===== src/pwo_pkg.sv =====
// constants, field positions and state types for the pwm pin output stage
package pwo_pkg;
  localparam int AW = 4;
  localparam int DW = 16;
  localparam int PEERS = 6;
  localparam int SRC_W = 4;
  localparam logic [AW-1:0] OFF_IO = 4'h0;
  localparam logic [AW-1:0] OFF_AUX = 4'h4;
  localparam logic [AW-1:0] OFF_KEY = 4'h8;
  localparam logic [AW-1:0] OFF_STAT = 4'hC;
  localparam logic [DW-1:0] IO_RST = 16'hC000;
  localparam logic [DW-1:0] AUX_RST = 16'h0000;
  localparam logic [DW-1:0] AUX_MASK = 16'h0F3F;
  localparam logic [DW-1:0] KEY_FIRST = 16'hABCD;
  localparam logic [DW-1:0] KEY_SECOND = 16'h4321;
  localparam logic [1:0] RESP_OKAY = 2'h0;
  localparam logic [1:0] RESP_SLVERR = 2'h2;
  localparam int IO_OWN_H = 15;
  localparam int IO_OWN_L = 14;
  localparam int IO_INV_H = 13;
  localparam int IO_INV_L = 12;
  localparam int IO_MODE = 10;
  localparam int IO_FEN_H = 9;
  localparam int IO_FEN_L = 8;
  localparam int IO_FORCE = 6;
  localparam int IO_TRIP = 4;
  localparam int IO_LIMIT = 2;
  localparam int IO_SWAP = 1;
  localparam int IO_OVERRIDE_SYNC = 0;
  localparam int AUX_BLANK = 8;
  localparam int AUX_GATE = 2;
  localparam int AUX_GEN_H = 1;
  localparam int AUX_GEN_L = 0;
  localparam int SYNC_STAGES = 3;
  typedef enum logic [1:0] {
    PWO_MODE_COMP,
    PWO_MODE_REDUN,
    PWO_MODE_PUSH,
    PWO_MODE_INDEP
  } pwo_mode_t;
  typedef enum logic [1:0] {
    PWO_KEY_IDLE,
    PWO_KEY_HALF,
    PWO_KEY_OPEN
  } pwo_key_t;
endpackage : pwo_pkg


===== src/pwo_reg_if.sv =====
// register access carrier between the bus slave and the register file
`timescale 1ns/1ps
interface pwo_reg_if;
  import pwo_pkg::*;
  logic wr_en;
  logic [AW-1:0] wr_addr;
  logic [DW-1:0] wr_data;
  logic [1:0] wr_strb;
  logic wr_err;
  logic [AW-1:0] rd_addr;
  logic [DW-1:0] rd_data;
  logic rd_err;
  modport bus (output wr_en, wr_addr, wr_data, wr_strb, rd_addr,
               input wr_err, rd_data, rd_err);
  modport regs (input wr_en, wr_addr, wr_data, wr_strb, rd_addr,
                output wr_err, rd_data, rd_err);
endinterface : pwo_reg_if


===== src/pwo_top.sv =====
// pwm channel pair pin output stage with axi4-lite register access
// Overview of operation
// - ownership bit 0 hands pin to gpio logic, 1 to pwm
// - per-pin polarity bit; 1 makes the active level low
// - pair mode: 11 independent, 10 push-pull, 01 redundant, 00 complementary
// - override enable puts forced level on its pin instead of generator
// - active enabled fault drives both pins to trip levels
// - active enabled current limit drives both pins to limit levels
// - with write lock strap set, io register write needs unlock first
// - selected blank signal masks fault and limit per blank enables
// - blank source 0000 off, 0001-0110 channel 1-6 high, 1001 reserved
// - chop signal gates the high and/or low output when enabled
// - chop source 0000 internal chop clock, 0001-0011 channels 1-3
// - chop source 0100-0110 channels 4-6, 1001 reserved
// - gating enable 1 applies chop to its output, 0 removes it
`timescale 1ns/1ps
module pwo_top
  import pwo_pkg::*;
(
  input wire logic aclk,
  input wire logic aresetn,
  input wire logic s_axil_awvalid,
  output logic s_axil_awready,
  input wire logic [pwo_pkg::AW-1:0] s_axil_awaddr,
  input wire logic s_axil_wvalid,
  output logic s_axil_wready,
  input wire logic [31:0] s_axil_wdata,
  input wire logic [3:0] s_axil_wstrb,
  output logic s_axil_bvalid,
  input wire logic s_axil_bready,
  output logic [1:0] s_axil_bresp,
  input wire logic s_axil_arvalid,
  output logic s_axil_arready,
  input wire logic [pwo_pkg::AW-1:0] s_axil_araddr,
  output logic s_axil_rvalid,
  input wire logic s_axil_rready,
  output logic [31:0] s_axil_rdata,
  output logic [1:0] s_axil_rresp,
  input wire logic write_lock_config,
  input wire logic modulator_enable,
  input wire logic period_start,
  input wire logic gen_high,
  input wire logic gen_low,
  input wire logic chop_clock,
  input wire logic [pwo_pkg::PEERS-1:0] peer_high,
  input wire logic trip_pin,
  input wire logic limit_pin,
  input wire logic trip_handling_mode,
  input wire logic limit_handling_mode,
  input wire logic high_blank_enable,
  input wire logic low_blank_enable,
  input wire logic gpio_high_o,
  input wire logic gpio_high_oe,
  input wire logic gpio_low_o,
  input wire logic gpio_low_oe,
  output logic high_side_output,
  output logic high_side_oe,
  output logic low_side_output,
  output logic low_side_oe,
  output logic trip_active,
  output logic limit_active
);
  pwo_reg_if rb ();

  pwo_axil u_axil (
    .aclk(aclk),
    .aresetn(aresetn),
    .awvalid(s_axil_awvalid),
    .awready(s_axil_awready),
    .awaddr(s_axil_awaddr),
    .wvalid(s_axil_wvalid),
    .wready(s_axil_wready),
    .wdata(s_axil_wdata),
    .wstrb(s_axil_wstrb),
    .bvalid(s_axil_bvalid),
    .bready(s_axil_bready),
    .bresp(s_axil_bresp),
    .arvalid(s_axil_arvalid),
    .arready(s_axil_arready),
    .araddr(s_axil_araddr),
    .rvalid(s_axil_rvalid),
    .rready(s_axil_rready),
    .rdata(s_axil_rdata),
    .rresp(s_axil_rresp),
    .rb(rb.bus)
  );

  function automatic logic [DW-1:0] merge(input logic [DW-1:0] old,
                                          input logic [DW-1:0] nw,
                                          input logic [1:0] strb);
    merge = {strb[1] ? nw[15:8] : old[15:8], strb[0] ? nw[7:0] : old[7:0]};
  endfunction : merge

  logic [DW-1:0] io_q;
  logic [DW-1:0] aux_q;
  pwo_key_t key_q;
  pwo_key_t key_d;
  logic lock_cfg_q;
  logic lock_seen_q;
  logic [SYNC_STAGES-1:0] trip_s_q;
  logic [SYNC_STAGES-1:0] limit_s_q;
  logic trip_f_q;
  logic limit_f_q;
  logic phase_q;
  logic [3:0] force_q;
  logic high_q;
  logic high_oe_q;
  logic low_q;
  logic low_oe_q;

  // register decode
  wire io_wr = rb.wr_en && rb.wr_addr == OFF_IO;
  wire aux_wr = rb.wr_en && rb.wr_addr == OFF_AUX;
  wire key_wr = rb.wr_en && rb.wr_addr == OFF_KEY;
  wire wr_mapped = rb.wr_addr == OFF_IO || rb.wr_addr == OFF_AUX ||
                   rb.wr_addr == OFF_KEY;
  wire io_locked = lock_cfg_q && key_q != PWO_KEY_OPEN;
  wire io_take = io_wr && !io_locked;
  assign rb.wr_err = !wr_mapped || (rb.wr_addr == OFF_IO && io_locked);

  // io register fields
  wire own_h = io_q[IO_OWN_H];
  wire own_l = io_q[IO_OWN_L];
  wire inv_h = io_q[IO_INV_H];
  wire inv_l = io_q[IO_INV_L];
  pwo_mode_t mode;
  assign mode = pwo_mode_t'(io_q[IO_MODE +: 2]);
  wire [1:0] trip_lv = io_q[IO_TRIP +: 2];
  wire [1:0] limit_lv = io_q[IO_LIMIT +: 2];
  wire swap = io_q[IO_SWAP];
  wire override_sync = io_q[IO_OVERRIDE_SYNC];
  wire [3:0] force_live = {io_q[IO_FEN_H], io_q[IO_FEN_L], io_q[IO_FORCE +: 2]};

  // auxiliary register fields
  wire [SRC_W-1:0] blank_code = aux_q[AUX_BLANK +: SRC_W];
  wire [SRC_W-1:0] gate_code = aux_q[AUX_GATE +: SRC_W];
  wire gate_en_h = aux_q[AUX_GEN_H];
  wire gate_en_l = aux_q[AUX_GEN_L];

  logic blank_sig;
  logic blank_hit;
  logic gate_sig;

  pwo_src_sel u_blank_sel (
    .code(blank_code),
    .peer(peer_high),
    .fallback(1'b0),
    .sel(blank_sig),
    .hit(blank_hit)
  );

  pwo_src_sel u_gate_sel (
    .code(gate_code),
    .peer(peer_high),
    .fallback(chop_clock),
    .sel(gate_sig),
    .hit()
  );

  // blanking only while a real source is chosen
  wire blank_act = blank_hit &&
                   ((blank_sig && high_blank_enable) ||
                    (!blank_sig && low_blank_enable));
  assign trip_active = trip_f_q && !blank_act && trip_handling_mode;
  assign limit_active = limit_f_q && !blank_act && limit_handling_mode;

  // pair mode; a disabled modulator drives both generator paths inactive; fault, limit and override still apply
  logic mode_h;
  logic mode_l;
  always_comb
  begin
    mode_h = 1'b0;
    mode_l = 1'b0;
    unique case (mode)
      PWO_MODE_COMP:
      begin
        mode_h = gen_high;
        mode_l = !gen_high;
      end
      PWO_MODE_REDUN:
      begin
        mode_h = gen_high;
        mode_l = gen_high;
      end
      PWO_MODE_PUSH:
      begin
        mode_h = gen_high && !phase_q;
        mode_l = gen_high && phase_q;
      end
      PWO_MODE_INDEP:
      begin
        mode_h = gen_high;
        mode_l = gen_low;
      end
    endcase
  end

  wire sw_h = modulator_enable && (swap ? mode_l : mode_h);
  wire sw_l = modulator_enable && (swap ? mode_h : mode_l);
  wire gated_h = sw_h && (!gate_en_h || gate_sig);
  wire gated_l = sw_l && (!gate_en_l || gate_sig);

  // fault outranks current limit, which outranks software override
  wire act_h = trip_active ? trip_lv[1] :
               limit_active ? limit_lv[1] :
               force_q[3] ? force_q[1] : gated_h;
  wire act_l = trip_active ? trip_lv[0] :
               limit_active ? limit_lv[0] :
               force_q[2] ? force_q[0] : gated_l;
  wire pin_h = act_h ^ inv_h;
  wire pin_l = act_l ^ inv_l;

  // read mux
  wire [DW-1:0] stat_word = {10'h000, key_q == PWO_KEY_OPEN, lock_cfg_q,
                             gate_sig, blank_act, limit_active, trip_active};
  assign rb.rd_err = !(rb.rd_addr == OFF_IO || rb.rd_addr == OFF_AUX ||
                       rb.rd_addr == OFF_KEY || rb.rd_addr == OFF_STAT);
  assign rb.rd_data = rb.rd_addr == OFF_IO ? io_q :
                      rb.rd_addr == OFF_AUX ? aux_q :
                      rb.rd_addr == OFF_STAT ? stat_word : 16'h0000;

  // unlock sequence: two key words in a row open one io register write
  always_comb
  begin
    key_d = key_q;
    if (key_wr)
    begin
      if (rb.wr_data == KEY_FIRST)
        key_d = PWO_KEY_HALF;
      else if (key_q == PWO_KEY_HALF && rb.wr_data == KEY_SECOND)
        key_d = PWO_KEY_OPEN;
      else
        key_d = PWO_KEY_IDLE;
    end
    else if (io_take)
      key_d = PWO_KEY_IDLE;
  end

  always_ff @(posedge aclk)
  begin
    if (!aresetn)
    begin
      io_q <= IO_RST;
      aux_q <= AUX_RST;
      key_q <= PWO_KEY_IDLE;
    end
    else
    begin
      // pair mode is not frozen here; software keeps it still while running
      if (io_take)
        io_q <= merge(io_q, rb.wr_data, rb.wr_strb);
      if (aux_wr)
        aux_q <= merge(aux_q, rb.wr_data, rb.wr_strb) & AUX_MASK;
      key_q <= key_d;
    end
  end

  // the strap is taken once after reset; it is assumed static afterwards
  always_ff @(posedge aclk)
  begin
    if (!aresetn)
    begin
      lock_cfg_q <= 1'b0;
      lock_seen_q <= 1'b0;
    end
    else if (!lock_seen_q)
    begin
      lock_cfg_q <= write_lock_config;
      lock_seen_q <= 1'b1;
    end
  end

  // pin inputs: a change counts once the last two stages agree
  always_ff @(posedge aclk)
  begin
    if (!aresetn)
    begin
      trip_s_q <= '0;
      limit_s_q <= '0;
      trip_f_q <= 1'b0;
      limit_f_q <= 1'b0;
    end
    else
    begin
      trip_s_q <= {trip_s_q[1:0], trip_pin};
      limit_s_q <= {limit_s_q[1:0], limit_pin};
      if (trip_s_q[1] == trip_s_q[2])
        trip_f_q <= trip_s_q[2];
      if (limit_s_q[1] == limit_s_q[2])
        limit_f_q <= limit_s_q[2];
    end
  end

  // push-pull phase and optionally period-aligned override
  always_ff @(posedge aclk)
  begin
    if (!aresetn)
    begin
      phase_q <= 1'b0;
      force_q <= '0;
    end
    else
    begin
      if (!modulator_enable)
        phase_q <= 1'b0;
      else if (period_start)
        phase_q <= !phase_q;
      if (!override_sync || period_start)
        force_q <= force_live;
    end
  end

  // pin ownership and registered pin drive
  always_ff @(posedge aclk)
  begin
    if (!aresetn)
    begin
      high_q <= 1'b0;
      high_oe_q <= 1'b0;
      low_q <= 1'b0;
      low_oe_q <= 1'b0;
    end
    else
    begin
      high_q <= own_h ? pin_h : gpio_high_o;
      high_oe_q <= own_h ? 1'b1 : gpio_high_oe;
      low_q <= own_l ? pin_l : gpio_low_o;
      low_oe_q <= own_l ? 1'b1 : gpio_low_oe;
    end
  end

  assign high_side_output = high_q;
  assign high_side_oe = high_oe_q;
  assign low_side_output = low_q;
  assign low_side_oe = low_oe_q;
endmodule : pwo_top


===== src/pwo_axil.sv =====
// axi4-lite slave front end, one write and one read in flight
`timescale 1ns/1ps
module pwo_axil
  import pwo_pkg::*;
(
  input wire logic aclk,
  input wire logic aresetn,
  input wire logic awvalid,
  output logic awready,
  input wire logic [AW-1:0] awaddr,
  input wire logic wvalid,
  output logic wready,
  input wire logic [31:0] wdata,
  input wire logic [3:0] wstrb,
  output logic bvalid,
  input wire logic bready,
  output logic [1:0] bresp,
  input wire logic arvalid,
  output logic arready,
  input wire logic [AW-1:0] araddr,
  output logic rvalid,
  input wire logic rready,
  output logic [31:0] rdata,
  output logic [1:0] rresp,
  pwo_reg_if.bus rb
);
  logic aw_have_q;
  logic [AW-1:0] aw_addr_q;
  logic w_have_q;
  logic [DW-1:0] w_data_q;
  logic [1:0] w_strb_q;
  logic bvalid_q;
  logic [1:0] bresp_q;
  logic rvalid_q;
  logic [31:0] rdata_q;
  logic [1:0] rresp_q;
  wire do_wr = aw_have_q & w_have_q & ~bvalid_q;
  wire ar_take = arvalid & ~rvalid_q;

  assign awready = ~aw_have_q;
  assign wready = ~w_have_q;
  assign arready = ~rvalid_q;
  assign bvalid = bvalid_q;
  assign bresp = bresp_q;
  assign rvalid = rvalid_q;
  assign rdata = rdata_q;
  assign rresp = rresp_q;
  assign rb.wr_en = do_wr;
  assign rb.wr_addr = {aw_addr_q[AW-1:2], 2'h0};
  assign rb.wr_data = w_data_q;
  assign rb.wr_strb = w_strb_q;
  assign rb.rd_addr = {araddr[AW-1:2], 2'h0};

  always_ff @(posedge aclk)
  begin
    if (!aresetn)
    begin
      aw_have_q <= 1'b0;
      aw_addr_q <= '0;
      w_have_q <= 1'b0;
      w_data_q <= '0;
      w_strb_q <= '0;
      bvalid_q <= 1'b0;
      bresp_q <= RESP_OKAY;
    end
    else
    begin
      if (do_wr)
        aw_have_q <= 1'b0;
      else if (awvalid && !aw_have_q)
      begin
        aw_have_q <= 1'b1;
        aw_addr_q <= awaddr;
      end
      if (do_wr)
        w_have_q <= 1'b0;
      else if (wvalid && !w_have_q)
      begin
        w_have_q <= 1'b1;
        w_data_q <= wdata[DW-1:0];
        w_strb_q <= wstrb[1:0];
      end
      if (do_wr)
      begin
        bvalid_q <= 1'b1;
        bresp_q <= rb.wr_err ? RESP_SLVERR : RESP_OKAY;
      end
      else if (bready)
        bvalid_q <= 1'b0;
    end
  end

  always_ff @(posedge aclk)
  begin
    if (!aresetn)
    begin
      rvalid_q <= 1'b0;
      rdata_q <= '0;
      rresp_q <= RESP_OKAY;
    end
    else if (ar_take)
    begin
      rvalid_q <= 1'b1;
      rdata_q <= rb.rd_err ? 32'h0000_0000 : {16'h0000, rb.rd_data};
      rresp_q <= rb.rd_err ? RESP_SLVERR : RESP_OKAY;
    end
    else if (rready)
      rvalid_q <= 1'b0;
  end
endmodule : pwo_axil


===== src/pwo_src_sel.sv =====
// picks one peer high-side output by a four-bit source code
`timescale 1ns/1ps
module pwo_src_sel
  import pwo_pkg::*;
(
  input wire logic [SRC_W-1:0] code,
  input wire logic [PEERS-1:0] peer,
  input wire logic fallback,
  output logic sel,
  output logic hit
);
  // codes 1..PEERS name a channel; zero and every reserved code fall back
  function automatic logic in_range(input logic [SRC_W-1:0] c);
    in_range = (c != 4'h0) && (c <= 4'(PEERS));
  endfunction : in_range

  wire [SRC_W-1:0] idx = code - 4'h1;
  assign hit = in_range(code);
  assign sel = hit ? peer[idx[2:0]] : fallback;
endmodule : pwo_src_sel


===== config.mk =====
export PLATFORM = sky130hd
export DESIGN_NAME = pwo_top
export DESIGN_NICKNAME = d
export VERILOG_FILES = /design/src/pwo_pkg.sv /design/src/pwo_reg_if.sv /design/src/pwo_top.sv /design/src/pwo_axil.sv /design/src/pwo_src_sel.sv
export SDC_FILE = /design/constraint.sdc
export NUM_CORES = 1
export LEC_CHECK = 0
export CAP_MARGIN = 5
export CORE_ASPECT_RATIO = 1.4
export CORE_UTILIZATION = 25
export DETAILED_ROUTE_END_ITERATION = 10
export DONT_BUFFER_PORTS = 1
export PLACE_DENSITY = 0.48
export SYNTH_ARGS = -nofsm -noshare
export SYNTH_HDL_FRONTEND = slang
export SYNTH_SLANG_ARGS = --single-unit

===== constraint.sdc =====
create_clock -name aclk -period 4.4 [get_ports aclk]
set_clock_uncertainty 0.2 [all_clocks]
set_input_delay 0.88 -clock aclk [delete_from_list [all_inputs] [get_ports aclk]]
set_output_delay 0.88 -clock aclk [all_outputs]
set_load 0.05 [all_outputs]

==> run_results.csv, run 1 <==
group,metric,value,unit
logic_synthesis,synth.largest_area_cell,"dfxtp_1",
logic_synthesis,synth_cell_types,62,
clock_network,clk_path_buf_depth,2,
detailed_routing,vias,3063,
placed_design,io_buffer_count,0,
detailed_routing,routed_via_density,4.68,
pwr,power.switching,0.437,mW
logic_synthesis,seq_area_frac_synth,42.3,%
outcome,violations,"design-rule violations",
setup_path,r2r_setup_slack,1.48,ns
logic_synthesis,async_reset_ff_share,0,%
pwr,totalPowerFinal,1.82,mW
clock_network,ctsHtreeMaxLevel,3,
pwr,p_seq_share,48.4,%
logic_synthesis,synth_area_leaders,"dfxtp_1 42%, mux2i_1 6.7%, nand2_1 6.3%, nor2b_1 5.3%, a21boi_0 3.9%",
floorplanning,die_h,156,µm
placed_design,hpwlAfterDp,8.07,mm
floorplanning,die_x,112,µm
logic_synthesis,synthFlopType,"dfxtp_1",
detailed_routing,firstDrtPassIters,7,
setup_path,crit_fanout,8,
pwr,vdd_drop_max,170,µV
timing,drv_slew,0,
clock_network,clk_pin_slew_worst_paths,0.06,ns
clock_network,clock_latency,0.33,ns
clock_network,cts_tree,"done",
setup_path,cp-start-kind,"register",
pwr,power_leakage,1.67,nW
pwr,internal_power,1.39,mW
setup_path,crit_start,"aux_q[8]",
timing,max_freq,267,MHz
floorplanning,placementRows,55,
global_routing,antenna_found_initial,1,
placed_design,placed_area,4290,µm²
pwr,swShare,23.9,%
timing,worstMarginPinSlew,1.08,ns
run,max-cap-violations,0,
detailed_routing,drt-initial-drc-count,194,
cells_and_area,drive_gt1_share,8.35,%
setup_path,reg2reg_from,"aux_q[8]",
setup_path,rr_worst_depth,9,
clock_network,cts_buffers,9,
cells_and_area,layout.nets,528,
global_routing,grt_util_all_layers,12.3,%
timing,hold_violations,0,
clock_network,cts_setup_buffers,0,
logic_synthesis,ys_ff_latch,89,
logic_synthesis,avgSynthCellArea,9.10,µm²
pwr,power_density,395,nW/µm²
floorplanning,initial_core_util,25.8,%
timing,setup_viol,0,
timing,slew_headroom,27.9,%
global_routing,grt_max_degree,89,
setup_path,endpoint,"limit_active",
outcome,status,"finished, violations left",
setup_path,critical_path_arrival,2.67,ns
logic_synthesis,synthCells,463,
placed_design,gp_routability_congestion,0.778,
timing,fin_setup_tns,0,ns
logic_synthesis,yosys_warnings,0,
clock_network,cts_resized,0,
cells_and_area,area_delta_synth_final,9.69,%
clock_network,clockRootBuffer,"clkbuf_16",
detailed_routing,drc_errors,7,
floorplanning,dieArea,17400,µm²
global_routing,grt_pass1_wl,16.5,mm
setup_path,cp-end-kind,"output pin",
logic_synthesis,synth_edf_count,0,
detailed_routing,drt-total-wl,10.6,mm
setup_path,reg2reg_to,"u_axil.rdata[1]",
floorplanning,io-pin-count,120,
setup_path,path_class,"reg2out",
timing,fin_crit_sh,85.1,%
min_path,hp-class,"reg2reg",
floorplanning,core_area,16300,µm²
detailed_routing,wire_per_inst,16.2,µm
timing,finalCriticalPeriod,3.75,ns
detailed_routing,ant_nets,0,
logic_synthesis,synth_top_area_share,42.3,%
logic_synthesis,synth_area,4210,µm²
clock_network,clkSinkCount,89,
global_routing,grt_pass1_vias,2980,
pwr,comb_power_share,6.6,%
cells_and_area,finish.instance_area,4620,µm²
clock_network,hold_buffers,0,
setup_path,required,3.32,ns
timing,rsz0062_at_grt,"no",
global_routing,gr-total-overflow,0,
pwr,clockPowerShare,45.0,%
## worst min-delay path by stage
stage / start / to / slack, ns / cells after the start
2_1_floorplan: limit_s_q[0] / limit_s_q[1] / 0.21 / 1
3_3_place_gp: trip_s_q[0] / trip_s_q[1] / 0.22 / 1
3_5_place_dp: limit_s_q[0] / limit_s_q[1] / 0.23 / 1
4_1_cts: limit_s_q[0] / limit_s_q[1] / 0.25 / 1
5_1_grt: limit_s_q[0] / limit_s_q[1] / 0.26 / 1
6_report: limit_s_q[0] / limit_s_q[1] / 0.24 / 1
## worst max-delay path: stages (launching register included)
cell	delay, ns
dfxtp_1	0.44
inv_1	0.12
ha_1	0.34
mux4_2	0.29
nand2_1	0.10
a21bo_2	0.15
a21oi_4	0.09
nor2_1	0.79
## logic make-up after synthesis
logic type | synth area share [%]
AND/OR/NAND/NOR | 21.7
buffers and inverters | 7.37
XOR/XNOR | 1.07
other | 0.0890
multiplexers | 9.60
flip-flops | 42.3
adder cells (fa/ha/maj) | 1.49
AO/OA/AOI/OAI | 16.3
## sequential cells by signal, indices dropped and copies added, names as in the netlist, 2 cells and up
name / count
u_axil.rdata: 16
key_q: 2
u_axil.rb.wr_data: 16
io_q: 16
force_q: 4
limit_s_q: 3
aux_q: 10
u_axil.aw_addr_q: 2
u_axil.rb.wr_strb: 2
trip_s_q: 3
## metrics by stage
stage / util (%) / worst slack (ns) / hold WS, ns / std cells
floorplan: - / 0.931 / 0.212 / 480
global placement: 26.3 / 0.867 / 0.219 / 638
detailed placement: 26.3 / 0.855 / 0.230 / 638
CTS: 28.3 / 0.623 / 0.245 / 654
global route: 28.3 / 0.519 / 0.257 / 655
finish: 28.3 / 0.654 / 0.236 / 655
## metal layers
| metal | part of all wire (%) | GRT usage (%) | vias to the layer above |
|---|---|---|---|
| met2 | 50 | 21.8 | 83 |
| met3 | 5.9 | 3.65 | 19 |
| li1 | - | - | 1538 |
| met1 | 41 | 13.5 | 1423 |
| met5 | 0 | 0 | - |
| met4 | 2.7 | 5.79 | 0 |
## power by group through the flow
stage                     Sequential [mW]  Clock (mW)  Combinational (mW)
after floorplan                     0.891           0               0.133
after detailed placement            0.902           0               0.121
final                               0.884       0.820               0.120
after global placement              0.901           0               0.120
after CTS                           0.884       0.843               0.122
after global routing                0.887       0.874               0.131
## layout by cell type (no fill, tap or decap), types with 2 or more instances in the layout
cell and instances:
a31oi_1 3, and2_1 10, a21boi_1 10, nor2b_1 36, o221ai_1 2, nand3_1 15, o211a_1 4, clkbuf_8 5
and2b_1 2, a22oi_1 10, nand3b_1 3, a211o_2 2, nor3_1 6, nor3b_1 3, a21oi_1 6, nand2b_1 3
o21ai_0 11, a221o_1 3, a21o_1 2, nor4b_1 3, and3_1 3, o21a_1 2, ha_1 5, mux2_2 7
nor4_1 2, inv_2 2, buf_4 2, mux2i_1 28, conb_1 18, dfxtp_1 89, mux4_2 2, inv_1 14
a21boi_0 22, or3_1 2, nand2_1 71, clkbuf_16 9, nor2_1 14
## final cells by class
class                      instances  area [µm²]
fill                            1688       11700
multi-input combinational        332        2180
sequential                        89        1780
clock buffer                      15         298
tap                              199         249
inverter                          16        60.1
clock inverter                     1        30.0
timing repair buffer               2        15.0
antenna                            1        2.50
## cell usage after synthesis, types with 2 or more instances
master,n
or3_1,2
nand2_1,71
and2b_1,2
a31oi_1,3
clkbuf_1,18
nor4b_1,3
o21a_1,2
a22oi_1,10
buf_4,21
o211a_1,4
inv_1,14
nor2b_1,36
nand3b_1,3
a21boi_1,10
o21ai_0,11
nand3_1,15
ha_1,5
inv_2,2
a221o_1,3
nor2_1,14
a21boi_0,22
a21oi_1,6
and2_1,10
mux4_2,2
a211o_2,2
dfxtp_1,89
mux2i_1,28
and3_1,3
nor3_1,6
mux2_2,7
a21o_1,2
nand2b_1,3
nor4_1,2
o221ai_1,2
nor3b_1,3
No activity file was read; power rests on OpenSTA's default activity.
==> inputs of run 2 (changes only) <==
--- a/config.mk
+++ b/config.mk
@@ -10,7 +10,7 @@
 export CORE_UTILIZATION = 25
 export DETAILED_ROUTE_END_ITERATION = 10
 export DONT_BUFFER_PORTS = 1
-export PLACE_DENSITY = 0.48
+export PLACE_DENSITY = 0.5
 export SYNTH_ARGS = -nofsm -noshare
 export SYNTH_HDL_FRONTEND = slang
 export SYNTH_SLANG_ARGS = --single-unit
==> constraint.sdc (replaced) <==
create_clock -name aclk -period 3.2 [get_ports aclk]
set_clock_uncertainty 0.2 [all_clocks]
set_input_delay 0.64 -clock aclk [delete_from_list [all_inputs] [get_ports aclk]]
set_output_delay 0.64 -clock aclk [all_outputs]
set_load 0.05 [all_outputs]
==> run 2 against run 1 <==
Against the previous run: the flow still finishes with violations (design-rule violations); critical path depth unchanged; largest cell class unchanged; hold slack got worse by 0.075 ns; sequential power increased by 38%; final cell count increased by 0.76%; critical path type unchanged; sequential share of layout area decreased by 0.36 points.
==> run_results.csv, run 2 (synthesis results as in run 1) <==
group,metric,value,unit
outcome,status,"finished, violations left",
outcome,violations,"design-rule violations",
floorplanning,core_area,16300,µm²
timing,setup_ws,0.162,ns
timing,fin_setup_tns,0,ns
min_path,hp-class,"in2reg",
detailed_routing,firstDrtPassIters,8,
timing,worstMarginPinSlew,0.632,ns
clock_network,hold_buffers,0,
pwr,power.switching,0.598,mW
pwr,internal_power,1.86,mW
global_routing,antenna_found_initial,0,
clock_network,clk_pin_slew_worst_paths,0.06,ns
detailed_routing,drt-initial-drc-count,159,
setup_path,cp-end-kind,"output pin",
pwr,p_seq_share,49.4,%
setup_path,r2r_setup_slack,0.47,ns
placed_design,io_buffer_count,0,
cells_and_area,layout_commonest_cell,"dfxtp_1",
setup_path,slowest_stage,"nor2_2",
global_routing,grt_pass1_vias,3114,
pwr,power_leakage,1.69,nW
timing,finalCriticalPeriod,3.04,ns
placed_design,hpwlAfterDp,8.21,mm
pwr,vdd_drop_max,263,µV
cells_and_area,antenna_cells,0,
detailed_routing,routed_via_density,4.74,
pwr,clockPowerShare,43.6,%
floorplanning,initial_core_util,25.8,%
cells_and_area,area_delta_synth_final,10.7,%
placed_design,gp_routability_congestion,0.789,
floorplanning,die_h,156,µm
detailed_routing,drt-total-wl,10.7,mm
clock_network,clkSinkCount,89,
setup_path,cpPeakStageDelay,0.54,ns
detailed_routing,ant_nets,0,
cells_and_area,final_cell_mix,"89 x dfxtp_1, 71 x nand2_1, 36 x nor2b_1",
timing,hold_violations,0,
clock_network,clk_path_buf_depth,2,
floorplanning,io-pin-count,120,
setup_path,crit_buf_inv,1,
timing,max_freq,329,MHz
setup_path,required,2.36,ns
pwr,totalPowerFinal,2.46,mW
detailed_routing,vias,3128,
run,max-cap-violations,0,
detailed_routing,drc_errors,8,
clock_network,ctsHtreeMaxLevel,3,
timing,setup_viol,0,
cells_and_area,drive_gt1_share,10.2,%
detailed_routing,wire_per_inst,16.2,µm
setup_path,path_class,"reg2out",
clock_network,clockRootBuffer,"clkbuf_16",
placed_design,dp_slack,0.0525,ns
setup_path,cp_top_family,"simple AND/OR/NAND/NOR gates",
pwr,power_density,527,nW/µm²
floorplanning,die_x,112,µm
timing,rsz0062_at_grt,"no",
clock_network,cts_tree,"done",
pwr,swShare,24.3,%
global_routing,grt_pass1_wl,16.9,mm
setup_path,crit_fanout,4,
setup_path,cp_cell_sequence,"inv_1 -> ha_1 -> mux4_2 -> nand2_1 -> a21bo_2 -> a21oi_4 -> nor2_2",
clock_network,cts_buffers,9,
timing,drv_slew,0,
cells_and_area,layout.nets,536,
clock_network,clock_latency,0.33,ns
timing,fin_crit_sh,94.9,%
global_routing,grt_util_all_layers,12.6,%
setup_path,critical_path_arrival,2.20,ns
timing,slew_headroom,57.8,%
setup_path,cp-start-kind,"register",
global_routing,gr-total-overflow,0,
cells_and_area,nFillCells,1710,
floorplanning,dieArea,17400,µm²
pwr,comb_power_share,6.9,%
floorplanning,placementRows,55,
global_routing,grt_max_degree,89,
## run 2: cell count changes in the layout (fill, tap and decap cells not counted), sizes merged
cell / change
buf: +8
clkbuf: -3
clkinvlp: +1
diode: -1
## run 2: final cells by class
type | count | area [µm²] | share of cell area (%)
Clock buffer | 12 | 267 | 5.72
Multi-Input combinational cell | 332 | 2190 | 47.0
Inverter | 16 | 60.1 | 1.29
Tap cell | 199 | 249 | 5.34
Clock inverter | 2 | 37.5 | 0.805
Timing Repair Buffer | 10 | 75.1 | 1.61
Sequential cell | 89 | 1780 | 38.2
## run 2: final timing paths
check / startpoint / endpoint / cells after the start
setup reg to reg: u_axil.aw_have_q / io_q[15] / 6
setup / recovery: aux_q[9] / limit_active / 7
hold reg to reg: trip_s_q[0] / trip_s_q[1] / 1
hold / removal: aresetn / lock_seen_q / 0
## run 2: timing repair
action / in CTS / in global routing
endpoints found under the hold margin: 0 / 0
resized for setup: 2 / 1
setup buffers: 0 / 0
pin swaps: 0 / 0
endpoints found under the setup margin: 2 / 1
## run 2: metal layers
layer	track usage, %	vias up	part of all wire (%)	routed length, µm
met4	4.44	0	1.4	149
met1	13.5	1495	41	4390
met3	3.96	8	5.7	615
met2	23.2	79	52	5540
li1	-	1546	-	-
met5	0	-	0	0
## run 2: per-stage QoR
stage                     instance area (µm²)  util [%]  hold slack (ns)  std cells
after floorplan                          4280         -            0.212        480
after CTS                                4660      28.6            0.129        660
after global placement                   4350      26.7            0.219        646
final                                    4660      28.6            0.161        660
after global routing                     4660      28.6            0.137        660
after detailed placement                 4350      26.7            0.220        646
## run 2: power by group through the flow
stage	Clock, mW	Sequential [mW]	Combinational [mW]
6_report	1.07	1.22	0.170
5_1_grt	1.16	1.22	0.187
4_1_cts	1.11	1.22	0.172
3_5_place_dp	0	1.24	0.171
3_3_place_gp	0	1.24	0.169
2_1_floorplan	0	1.22	0.183
==> inputs of run 3 (changes only) <==
--- a/config.mk
+++ b/config.mk
@@ -6,11 +6,11 @@
 export NUM_CORES = 1
 export LEC_CHECK = 0
 export CAP_MARGIN = 5
-export CORE_ASPECT_RATIO = 1.4
-export CORE_UTILIZATION = 25
+export CORE_UTILIZATION = 50
+export CTS_BUF_LIST = sky130_fd_sc_hd__clkbuf_16
 export DETAILED_ROUTE_END_ITERATION = 10
 export DONT_BUFFER_PORTS = 1
-export PLACE_DENSITY = 0.5
+export PLACE_DENSITY = 0.78
 export SYNTH_ARGS = -nofsm -noshare
 export SYNTH_HDL_FRONTEND = slang
 export SYNTH_SLANG_ARGS = --single-unit
==> run 3 against run 2 <==
Against the previous run: the run now ends clean; sequential cell count did not move; final cell count fell by 15%; sequential share of layout area rose by 1.1 points; wire length fell by 14%; clock power rose by 4%; cell area fell by 2.7%; sequential power barely moved; clock-buffer cell count fell by 3; non-clock buffer count fell by 4; first-iteration DRC count rose by 22%; via count rose by 0.61%; critical endpoint is now trip_active; largest cell class unchanged.
==> run_results.csv, run 3 (synthesis results as in run 1) <==
group,metric,value,unit
setup_path,cp-start-kind,"register",
cells_and_area,nFillCells,755,
clock_network,cts_buffers,9,
cells_and_area,layout_commonest_cell,"dfxtp_1",
detailed_routing,ant_nets,0,
floorplanning,placementRows,33,
setup_path,required,2.36,ns
placed_design,dp_slack,0.0770,ns
clock_network,ctsHtreeMaxLevel,3,
pwr,p_seq_share,48.7,%
timing,setup_ws,0.229,ns
pwr,clockPowerShare,44.7,%
cells_and_area,antenna_cells,0,
cells_and_area,area_delta_synth_final,7.75,%
cells_and_area,final-instance-count-excl-fill,564,
setup_path,cp_top_family,"simple AND/OR/NAND/NOR gates",
timing,hold-worst-slack,0.149,ns
detailed_routing,vias,3147,
timing,fin_setup_tns,0,ns
clock_network,clk_pin_slew_worst_paths,0.06,ns
setup_path,cp_cell_sequence,"inv_1 -> ha_1 -> mux4_2 -> nand2_1 -> a21bo_2 -> a21oi_4 -> nor2_4",
floorplanning,core_area,8180,µm²
setup_path,crit_buf_inv,1,
timing,setup_viol,0,
pwr,power_leakage,1.68,nW
cells_and_area,drive_gt1_share,9.59,%
floorplanning,io-pin-count,120,
detailed_routing,drc_errors,0,
clock_network,clkSinkCount,89,
setup_path,cp-end-kind,"output pin",
detailed_routing,firstDrtPassIters,4,
pwr,vdd_drop_max,246,µV
timing,fin_crit_sh,92.9,%
setup_path,critical_path_arrival,2.13,ns
placed_design,placed_area,4200,µm²
clock_network,cts_setup_buffers,0,
pwr,power.switching,0.615,mW
detailed_routing,drt-total-wl,9.24,mm
detailed_routing,routed_via_density,5.58,
timing,slew_headroom,50.4,%
clock_network,clockRootBuffer,"clkbuf_16",
global_routing,gr-total-overflow,0,
clock_network,clk_path_buf_depth,2,
outcome,status,"complete, no violations",
min_path,hp-class,"in2reg",
floorplanning,die_h,93.8,µm
run,max-cap-violations,0,
timing,drv_slew,0,
setup_path,crit_fanout,4,
timing,hold_violations,0,
placed_design,dpl.cell_count,548,
pwr,power_density,550,nW/µm²
placed_design,io_buffer_count,0,
pwr,totalPowerFinal,2.50,mW
setup_path,slowest_stage,"dfxtp_1",
detailed_routing,drt-initial-drc-count,194,
timing,finalCriticalPeriod,2.97,ns
cells_and_area,finish.instance_area,4540,µm²
global_routing,grt_util_all_layers,21.5,%
global_routing,grt_pass1_wl,14.4,mm
setup_path,path_class,"reg2out",
floorplanning,dieArea,8790,µm²
detailed_routing,wire_per_inst,16.4,µm
placed_design,gp_routability_congestion,0.867,
cells_and_area,final_cell_mix,"89 x dfxtp_1, 71 x nand2_1, 36 x nor2b_1",
pwr,internal_power,1.88,mW
global_routing,antenna_found_initial,0,
floorplanning,die_x,93.8,µm
setup_path,cpPeakStageDelay,0.38,ns
floorplanning,initial_core_util,51.5,%
global_routing,grt_max_degree,89,
global_routing,grt_pass1_vias,2989,
pwr,swShare,24.6,%
placed_design,hpwlAfterDp,6.66,mm
clock_network,cts_tree,"done",
timing,worstMarginPinSlew,0.738,ns
cells_and_area,utilization,55.5,%
pwr,comb_power_share,6.6,%
clock_network,clock_latency,0.33,ns
timing,max_freq,337,MHz
cells_and_area,layout.nets,532,
timing,rsz0062_at_grt,"no",
-- run 3: power by group through the flow --
stage                     Clock [mW]  Combinational, mW  Sequential [mW]
after floorplan                    0              0.183             1.22
after global placement             0              0.162             1.24
after detailed placement           0              0.166             1.24
after CTS                       1.13              0.166             1.22
after global routing            1.19              0.180             1.22
final                           1.11              0.165             1.22
-- run 3: routing by layer --
metal	global-route usage [%]	vias up	share of wire, %
met5	0	-	0
met3	4.94	18	6.7
met2	35.4	107	48
met1	25.9	1471	43
met4	11.3	0	2.5
li1	-	1551	-
-- run 3: worst reg2reg max path: cells and delay by family, from the launching register on --
family                   cells  cell delay, ns
multiplexers                 1            0.30
AO/OA/AOI/OAI                2            0.23
flip-flops                   1            0.38
buffers and inverters        2            0.28
AND/OR/NAND/NOR              4            0.81
adder cells (fa/ha/maj)      1            0.32
-- run 3: path summary, 6_finish.rpt --
path | startpoint | end | slack, ns | cells after the start
setup / recovery | aux_q[9] | trip_active | 0.23 | 7
hold / removal | aresetn | lock_seen_q | 0.15 | 0
setup reg to reg | aux_q[9] | high_side_output | 0.56 | 10
hold reg to reg | trip_s_q[0] | trip_s_q[1] | 0.23 | 1
-- run 3: final cells by class --
cell class	instances	area (µm²)	area share, %
timing repair buffer	6	45.0	0.993
clock inverter	7	96.3	2.12
clock buffer	9	225	4.96
sequential	89	1780	39.3
multi-input combinational	332	2200	48.4
inverter	16	60.1	1.32
tap	105	131	2.89
-- run 3: repair_timing --
action	in CTS	in global routing
pin swaps	0	0
resized for setup	2	2
hold buffers	0	0
hold endpoints to repair	0	0
endpoints found under the setup margin	2	2
